[config.mk]
export PLATFORM = sky130hd
export DESIGN_NAME = execute_stage_cycle_timing
export DESIGN_NICKNAME = d
export VERILOG_FILES = /design/src/verilog/exec_timing_pkg.sv /design/src/verilog/occupancy_count.sv /design/src/verilog/execute_stage_cycle_timing.sv
export VERILOG_INCLUDE_DIRS = /design/src /design/src/verilog
export SDC_FILE = /design/constraint.sdc
export NUM_CORES = 1
export LEC_CHECK = 0
export BUFFER_PORTS_ARGS = -buffer_cell sky130_fd_sc_hd__buf_4
export CAP_MARGIN = 15
export CORE_MARGIN = 8
export CORE_UTILIZATION = 60
export CTS_CLUSTER_SIZE = 30
export DETAILED_ROUTE_END_ITERATION = 12
export PLACE_DENSITY = 0.92
export SETUP_SLACK_MARGIN = 0.5
export SYNTH_ARGS = -nofsm -noshare
export SYNTH_HDL_FRONTEND = slang
export SYNTH_SLANG_ARGS = --single-unit
[constraint.sdc]
create_clock -name mclk -period 19.6 [get_ports mclk]
set_input_delay 0 -clock mclk [delete_from_list [all_inputs] [get_ports mclk]]
set_output_delay 0 -clock mclk [all_outputs]
set_load 0.1 [all_outputs]
[src/verilog/exec_timing_map.svh]
/*
  Constants for the execute-stage occupancy tracker: cycle counts,
  interlock penalty, coprocessor transfer cycles and fetch increments.
  Assumes it is included by bare name from each design file that needs it.
*/
`ifndef EXEC_TIMING_MAP_SVH
`define EXEC_TIMING_MAP_SVH

// Execute occupancy in cycles, per instruction class, no interlock
`define CNT_SINGLE 5'h1
`define CNT_DREAD_BASE 5'h2
`define CNT_SR_READ 5'h2
`define CNT_SR_WRITE_FLAGS 5'h1
`define CNT_SR_WRITE_FULL 5'h3
`define CNT_PROD32 5'h2
`define CNT_PROD32_FLAGS 5'h4
`define CNT_SAT 5'h1
`define CNT_LONG_PROD 5'h3
`define CNT_LONG_PROD_FLAGS 5'h5
`define CNT_HALF_PROD 5'h1
`define CNT_HALF_LONG_ACC 5'h2

// Extra cycle charged to the producer when the consumer needs data early
`define CNT_INTERLOCK 5'h1

// Coprocessor transfer cycles of a double read
`define DREAD_C_CYCLES 5'h2

// Fetch address steps, counted in halfwords (address bits 31:1)
`define FETCH_INC_WORD 31'h2
`define FETCH_INC_HALF 31'h1
`define FETCH_ADDR_RST 31'h0

// First execute cycle index
`define SLOT_IDX_RST 5'h0

`endif

[src/verilog/exec_timing_pkg.sv]
/*
  Types shared by the execute-stage occupancy tracker: instruction classes,
  bus cycle types, the decoded instruction and the pipeline slot.
  Assumes nothing beyond a SystemVerilog compiler.
*/
package exec_timing_pkg;

  // Instruction classes whose execute occupancy is tracked
  typedef enum logic [10:0] {
    cls_single = 11'h001,
    cls_dread = 11'h002,
    cls_sr_read = 11'h004,
    cls_sr_write = 11'h008,
    cls_prod32 = 11'h010,
    cls_prod32_flags = 11'h020,
    cls_sat = 11'h040,
    cls_long_prod = 11'h080,
    cls_long_prod_flags = 11'h100,
    cls_half_prod = 11'h200,
    cls_half_long_acc = 11'h400
  } op_class_e;

  // Bus cycle types: nonsequential, sequential, internal, coprocessor
  typedef enum logic [3:0] {
    cyc_n = 4'h1,
    cyc_s = 4'h2,
    cyc_i = 4'h4,
    cyc_c = 4'h8
  } bus_cycle_e;

  // Decoded instruction with what the following instruction needs
  typedef struct packed {
    op_class_e cls;
    logic flags_only;
    logic [3:0] busy_wait;
    logic use_ex1;
    logic use_mem1;
    logic use_acc_only;
    logic use_high_word;
  } instr_s;

  // One pipeline slot (Decode or Execute)
  typedef struct packed {
    logic valid;
    instr_s ins;
    logic [4:0] total;
    logic [4:0] idx;
  } slot_s;

  // Announced bus cycle
  typedef struct packed {
    logic req;
    logic seq;
    bus_cycle_e cyc;
  } bus_s;

endpackage

[src/verilog/occupancy_count.sv]
/*
  Execute occupancy of one decoded instruction, interlock included.
  Assumes the decoder fills the dependency flags from the next instruction.
*/
`timescale 1ns/1ps
`include "exec_timing_map.svh"

module occupancy_count (
  input exec_timing_pkg::instr_s ins, // Decoded instruction
  output logic [4:0] total // Execute cycles
);

  wire exec_timing_pkg::op_class_e cls = ins.cls;
  wire early = ins.use_ex1 | ins.use_mem1;
  wire acc_dep = early & ~ins.use_acc_only;
  wire high_dep = acc_dep & ins.use_high_word;
  wire last_dep = early & ins.use_high_word;
  wire [4:0] bw = {1'b0, ins.busy_wait};
  wire [4:0] base;
  wire dep;

  // Base count per class; busy waits stretch the coprocessor read
  assign base =
    (cls == exec_timing_pkg::cls_dread) ? bw + `CNT_DREAD_BASE :
    (cls == exec_timing_pkg::cls_sr_read) ? `CNT_SR_READ :
    (cls == exec_timing_pkg::cls_sr_write) ?
      (ins.flags_only ? `CNT_SR_WRITE_FLAGS : `CNT_SR_WRITE_FULL) :
    (cls == exec_timing_pkg::cls_prod32) ? `CNT_PROD32 :
    (cls == exec_timing_pkg::cls_prod32_flags) ? `CNT_PROD32_FLAGS :
    (cls == exec_timing_pkg::cls_sat) ? `CNT_SAT :
    (cls == exec_timing_pkg::cls_long_prod) ? `CNT_LONG_PROD :
    (cls == exec_timing_pkg::cls_long_prod_flags) ? `CNT_LONG_PROD_FLAGS :
    (cls == exec_timing_pkg::cls_half_prod) ? `CNT_HALF_PROD :
    (cls == exec_timing_pkg::cls_half_long_acc) ? `CNT_HALF_LONG_ACC :
    `CNT_SINGLE;

  // Interlock cost lands on the producer; flag-setting forms never pay it
  assign dep =
    (cls == exec_timing_pkg::cls_prod32) ? acc_dep :
    (cls == exec_timing_pkg::cls_half_prod) ? acc_dep :
    (cls == exec_timing_pkg::cls_long_prod) ? high_dep :
    (cls == exec_timing_pkg::cls_half_long_acc) ? high_dep :
    (cls == exec_timing_pkg::cls_sat) ? ins.use_ex1 :
    (cls == exec_timing_pkg::cls_dread) ? last_dep :
    1'b0;

  assign total = base + (dep ? `CNT_INTERLOCK : 5'h0);

endmodule // occupancy_count

[src/verilog/execute_stage_cycle_timing.sv]
/*
  Execute-stage occupancy and bus-cycle announcement for a five-stage
  pipeline. Holds one Decode slot and one Execute slot, stalls Decode while
  a multi-cycle instruction holds Execute, and announces instruction and
  data bus cycles one cycle ahead. Assumes the decoder supplies the class,
  the coprocessor busy count and the dependency flags of the next
  instruction, and that the memory system lowers the clock gate for waits.
  Branches, loads and stores are not tracked here; they count as the plain
  single-cycle class, so their own timing is the decoder's business.
*/
`timescale 1ns/1ps
`include "exec_timing_map.svh"

module execute_stage_cycle_timing (
  input mclk, // Core clock, 200 MHz
  input nrst, // Asynchronous reset, active low
  input core_clock_gate, // Clock enable, low inserts a wait
  input compressed_isa, // High in the 16-bit instruction state
  input issue_valid, // Decoder offers an instruction
  input exec_timing_pkg::instr_s issue, // Offered instruction
  output issue_ready, // Decode slot can take an instruction
  output decode_hold, // Fetch and Decode must not advance
  output ex_busy, // Execute slot occupied
  output [4:0] ex_cycle, // Cycle index within Execute
  output exec_timing_pkg::op_class_e ex_class, // Class in Execute
  output retire, // Last Execute cycle of the instruction
  output exec_timing_pkg::bus_s instr_bus, // Instruction cycle, next cycle
  output exec_timing_pkg::bus_s data_bus, // Data cycle, next cycle
  output [31:1] instr_fetch_address // Address of the announced fetch
);

  // Empty slot, also the reset value of both pipeline slots
  localparam exec_timing_pkg::slot_s idle_slot = '{
    valid: 1'b0,
    ins: '{cls: exec_timing_pkg::cls_single, flags_only: 1'b0, busy_wait: 4'h0,
           use_ex1: 1'b0, use_mem1: 1'b0, use_acc_only: 1'b0, use_high_word: 1'b0},
    total: 5'h0,
    idx: `SLOT_IDX_RST
  };

  // Idle bus: an internal cycle with nothing requested
  localparam exec_timing_pkg::bus_s idle_bus = '{
    req: 1'b0,
    seq: 1'b0,
    cyc: exec_timing_pkg::cyc_i
  };

  // True in the last Execute cycle of a slot
  function automatic logic last_of(input exec_timing_pkg::slot_s s);
    last_of = s.valid && ((s.idx + 5'h1) == s.total);
  endfunction

  // Execute slot one cycle on, given the Decode slot of this cycle
  function automatic exec_timing_pkg::slot_s step(
    input exec_timing_pkg::slot_s cur,
    input exec_timing_pkg::slot_s nxt
  );
    exec_timing_pkg::slot_s r;
    r = nxt;
    if (cur.valid && !last_of(cur))
    begin
      r = cur;
      r.idx = cur.idx + 5'h1;
    end
    step = r;
  endfunction

  // Instruction side: one sequential fetch at entry, internal after
  function automatic exec_timing_pkg::bus_s ibus_of(input exec_timing_pkg::slot_s s);
    exec_timing_pkg::bus_s r;
    r = idle_bus;
    if (s.valid && s.idx == `SLOT_IDX_RST)
    begin
      r = '{req: 1'b1, seq: 1'b1, cyc: exec_timing_pkg::cyc_s};
    end
    ibus_of = r;
  endfunction

  // Data side: C cycles after the busy waits of a double read
  function automatic exec_timing_pkg::bus_s dbus_of(input exec_timing_pkg::slot_s s);
    exec_timing_pkg::bus_s r;
    logic [4:0] lo;
    r = idle_bus;
    lo = {1'b0, s.ins.busy_wait};
    if (s.valid && s.ins.cls == exec_timing_pkg::cls_dread &&
        s.idx >= lo && s.idx < lo + `DREAD_C_CYCLES)
    begin
      r = '{req: 1'b1, seq: 1'b0, cyc: exec_timing_pkg::cyc_c};
    end
    dbus_of = r;
  endfunction

  exec_timing_pkg::slot_s ex_q;
  exec_timing_pkg::slot_s dec_q;
  exec_timing_pkg::bus_s ibus_q;
  exec_timing_pkg::bus_s dbus_q;
  logic ready_q;
  logic hold_q;
  logic retire_q;
  logic [31:1] addr_q;
  logic [4:0] issue_total;

  // Occupancy is fixed when the instruction enters Decode
  occupancy_count u_count (
    .ins(issue),
    .total(issue_total)
  );

  // Decode slot handover: it empties only when Execute takes it
  wire accept = issue_valid && ready_q;
  wire taken = !ex_q.valid || last_of(ex_q);
  wire exec_timing_pkg::slot_s new_slot = '{
    valid: 1'b1,
    ins: issue,
    total: issue_total,
    idx: `SLOT_IDX_RST
  };
  wire exec_timing_pkg::slot_s dec_d =
    accept ? new_slot : (taken ? idle_slot : dec_q);
  wire exec_timing_pkg::slot_s ex_d = step(ex_q, dec_q);

  // Looking two cycles on lets the bus outputs lead Execute by one
  wire exec_timing_pkg::slot_s ex_ahead = step(ex_d, dec_d);
  wire exec_timing_pkg::bus_s ibus_d = ibus_of(ex_ahead);
  wire exec_timing_pkg::bus_s dbus_d = dbus_of(ex_ahead);

  // Ready means the Decode slot is empty or is consumed next cycle
  wire ready_d = !dec_d.valid || !ex_d.valid || last_of(ex_d);
  wire retire_d = last_of(ex_d);

  // Fetch address moves only when a new fetch is announced
  wire [31:1] addr_inc = compressed_isa ? `FETCH_INC_HALF : `FETCH_INC_WORD;
  wire [31:1] addr_d = ibus_d.req ? addr_q + addr_inc : addr_q;

  // Pipeline slots; a low gate freezes everything, stretching time
  always_ff @(posedge mclk or negedge nrst)
  begin
    if (!nrst)
    begin
      ex_q <= idle_slot;
      dec_q <= idle_slot;
    end
    else if (core_clock_gate)
    begin
      ex_q <= ex_d;
      dec_q <= dec_d;
    end
  end

  // Registered handshake, stall and bus announcements
  always_ff @(posedge mclk or negedge nrst)
  begin
    if (!nrst)
    begin
      ready_q <= 1'b1;
      hold_q <= 1'b0;
      retire_q <= 1'b0;
      ibus_q <= idle_bus;
      dbus_q <= idle_bus;
      addr_q <= `FETCH_ADDR_RST;
    end
    else if (core_clock_gate)
    begin
      ready_q <= ready_d;
      hold_q <= !ready_d;
      retire_q <= retire_d;
      ibus_q <= ibus_d;
      dbus_q <= dbus_d;
      addr_q <= addr_d;
    end
  end

  // Outputs straight from flip-flops
  assign issue_ready = ready_q;
  assign decode_hold = hold_q;
  assign ex_busy = ex_q.valid;
  assign ex_cycle = ex_q.idx;
  assign ex_class = ex_q.ins.cls;
  assign retire = retire_q;
  assign instr_bus = ibus_q;
  assign data_bus = dbus_q;
  assign instr_fetch_address = addr_q;

  // Helper terms for the checks below; waits are skipped by the gated clock
  wire entry = ex_q.valid && ex_q.idx == `SLOT_IDX_RST;
  wire last_w = last_of(ex_q);
  wire early_w = ex_q.ins.use_ex1 | ex_q.ins.use_mem1;
  wire mdep_w = early_w & ~ex_q.ins.use_acc_only;
  wire hdep_w = mdep_w & ex_q.ins.use_high_word;
  wire ldep_w = early_w & ex_q.ins.use_high_word;
  wire [4:0] bw_w = {1'b0, ex_q.ins.busy_wait};
  wire exec_timing_pkg::op_class_e cls_w = ex_q.ins.cls;
endmodule // execute_stage_cycle_timing

==> flow_summary.ini <==
[die]
die_h_um = 115
start_util_pct = 61.0
dieWidth_um = 115
core_area_um2 = 9680
ios = 88
fp.dieArea_um2 = 13300
rows = 36

[critical_path]
r2r-end = data_bus[2]
crit_top_cell = ha_1
cp_data_arrival_time_ns = 7.03
r2r_slack_ns = 12.87
path_max_fanout = 11
slowest_delay_ns = 0.65
endpoint_kind = flop
cp.required_ns = 19.90
crit_slowest_cell = xnor2_1
r2r_start = ex_cycle[0]
path_cells = ha_1, nand3_1, xnor2_1, o41a_1, nand2_1, nand2_1, ha_1, nand2_1, o32ai_1, a32oi_1, a21bo_4, a211oi_4, or2_1, o21ai_1, a221o_1, ha_1, xnor2_1, ha_1, nor3b_1, o21a_1, nor3_1, o211ai_1, o32a_1
reg2regPathDepth = 23
critPathKind = flop to flop
cp_top_family = compound AO/OA/AOI/OAI gates
crit_path_start_kind = flop
critPathBufInv = 0

[yosys]
syn_area_um2 = 5910
yosys-top-cells-count = 85 x dfrtp_1, 52 x nand2_1, 40 x xor2_1, 29 x nor2_1, 28 x buf_4
synth_most_common_cell = dfrtp_1
synth.yosys.warnings = 0
synth_cell_types = 83
synth_top_area_cell = dfrtp_1
synth.area.top_cells = dfrtp_1 36%, xor2_1 5.9%, mux2_2 4.6%
avgSynthCellArea_um2 = 10.1
async_reset_ff_share_pct = 100
ys.flop_type = dfrtp_1
ys_ff_latch = 90
synth_top_cell_area_share_pct = 36.0
synth_edf_count = 0
synthCells = 587
ys_seq_area_share_pct = 38.2

[clock_tree]
clock_latency_ns = 0.36
holdBufCountCts = 16
clk_path_buf_depth = 2
cts_made_buffers = 9
ctsRootBufferMaster = clkbuf_8
clock_sinks = 90
cts_tree = yes
htreeDepth = 3
clk_pin_slew_ns = 0.10
cts_resized = 0
cts_setup_buffers = 0

[timing]
tightest_slew_ns = 0.989
setup_viol = 0
fin_skew_ns = 0.0182
rsz0062_at_grt = false
maxSlewViolCount = 0
hold_ws_ns = 0.00439
fin_crit_ns = 6.73
hold_viol = 0
relSlewSlack_pct = 34.1
tns_ns = 0
max_freq_mhz = 149
min_period_over_period_pct = 34.3

[run]
max_cap_viol_count = 0

[hold_path]
min_from = core_clock_gate
worstHoldPathCells = 3
hp-class = input pin to flop
hold_end = instr_bus[2]

[placement]
place_hpwl_mm = 10.6
dpl_cell_area_um2 = 6400
numPortBuffers = 82
dpl.cell_count = 755
gp_congestion = 0.881

[global_routing]
grt_overflow_total = 0
grt_max_degree = 67
grt_first_pass_wirelength_mm = 24.2
grt_pass1_vias = 4790
grt_usage_pct = 22.6
antenna_found_initial = 0

[power]
peakVddDrop_mv = 0.0985
leakagePower_nw = 3.16
power.total_w = 0.00106
power_density_nw_per_um2 = 157

[layout]
syn2layout_area_growth_pct = 14.2
num_antenna_cells = 0
final_area_um2 = 6750
nets = 689
drive_above_1_share_pct = 26.6
layout.cells.non_filler = 787

[drt]
wl_per_cell_um = 18.3
num_vias = 4785
drt_pre_antenna_iters = 5
drc_errors = 0
ant_nets = 0
drt_wl_total_mm = 14.4
dr.first_iter.drc_count = 400
via_per_inst = 6.08

[status]
status = complete, no violations
-- how the worst max path moves through the flow --
| stage | start | end | depth (start not counted) |
|---|---|---|---|
| after global routing | ex_cycle[0] | data_bus[3] | 23 |
| after detailed placement | ex_cycle[0] | data_bus[2] | 23 |
| after global placement | ex_cycle[0] | data_bus[2] | 23 |
| after floorplan | ex_cycle[0] | data_bus[2] | 27 |
| final | ex_cycle[0] | data_bus[2] | 23 |
| after CTS | ex_cycle[0] | data_bus[2] | 23 |
-- logic make-up (layout without fill, tap and decap cells) --
logic type	Yosys count	after routing	share of synthesized area, %
other cells	1	5	0.0635
simple gates	209	209	22.0
xor+xnor	57	57	8.94
flops	90	90	38.2
buf+inv	76	139	7.28
fa+ha+maj	17	17	3.64
compound gates	108	108	14.4
mux	29	29	5.48
-- stage by stage --
stage | utilization (%) | worst slack (ns)
after floorplan | - | 13.38
after global placement | 66.1 | 13.27
after detailed placement | 66.1 | 12.95
after CTS | 69.7 | 12.94
after global routing | 69.7 | 12.45
final | 69.7 | 12.87
-- area by class of cell --
cell class | instances | area [µm²]
multi-input cells | 425 | 3250
fillers | 725 | 2930
flip-flops and latches | 90 | 2260
repair buffers | 102 | 806
well taps | 133 | 166
clock buffers | 10 | 138
inverters | 21 | 78.8
clock inverters | 6 | 55.1
-- flip-flops by register name (all words and copies together) (netlist names) --
signal,flops
bw_w,4
instr_bus,2
ex_class,11
retire,1
issue_ready,1
dec_q,26
ex_busy,1
ex_cycle,5
ex_q,5
decode_hold,1
data_bus,2
instr_fetch_address,31
-- placed cells by master, fill, tap and decap left out, drive strengths merged, types with 12 or more instances in the layout --
| cell type | instances |
|---|---|
| nor3 | 20 |
| nand3 | 21 |
| xor2 | 40 |
| o21ai | 25 |
| buf | 86 |
| inv | 25 |
| dlygate4sd3 | 16 |
| nor4 | 22 |
| a22o | 18 |
| dfrtp | 85 |
| a21oi | 12 |
| nand2 | 53 |
| ha | 14 |
| nor2 | 30 |
| xnor2 | 15 |
| mux2 | 24 |
-- per-layer routing --
layer	GRT usage (%)	part of all wire [%]	wire (µm)	vias up
li1	-	-	-	2224
met2	37.3	48	6970	174
met1	29.1	43	6240	2353
met5	0	0	0	-
met3	3.62	6.0	869	34
met4	9.02	2.2	322	0
-- where the power goes --
group | total (W) | internal (W) | switching, W | leakage [nW]
sequential | 0.000274 | 0.000227 | 0.0000470 | 1.17
clock | 0.000122 | 0.0000522 | 0.0000703 | 0.0934
combinational | 0.000664 | 0.000204 | 0.000459 | 1.90
total | 0.00106 | 0.000484 | 0.000576 | 3.16
-- worst register-to-register path: stages (launching register included) --
cell	delay, ns
dfrtp_1	0.50
ha_1	0.39
nand3_1	0.23
xnor2_1	0.65
o41a_1	0.48
nand2_1	0.10
nand2_1	0.10
ha_1	0.41
nand2_1	0.10
o32ai_1	0.37
a32oi_1	0.20
a21bo_4	0.29
a211oi_4	0.45
or2_1	0.36
o21ai_1	0.16
a221o_1	0.37
ha_1	0.24
xnor2_1	0.17
ha_1	0.25
nor3b_1	0.14
o21a_1	0.16
nor3_1	0.12
o211ai_1	0.13
o32a_1	0.30
Note: power is estimated with default switching activity, not from simulation.
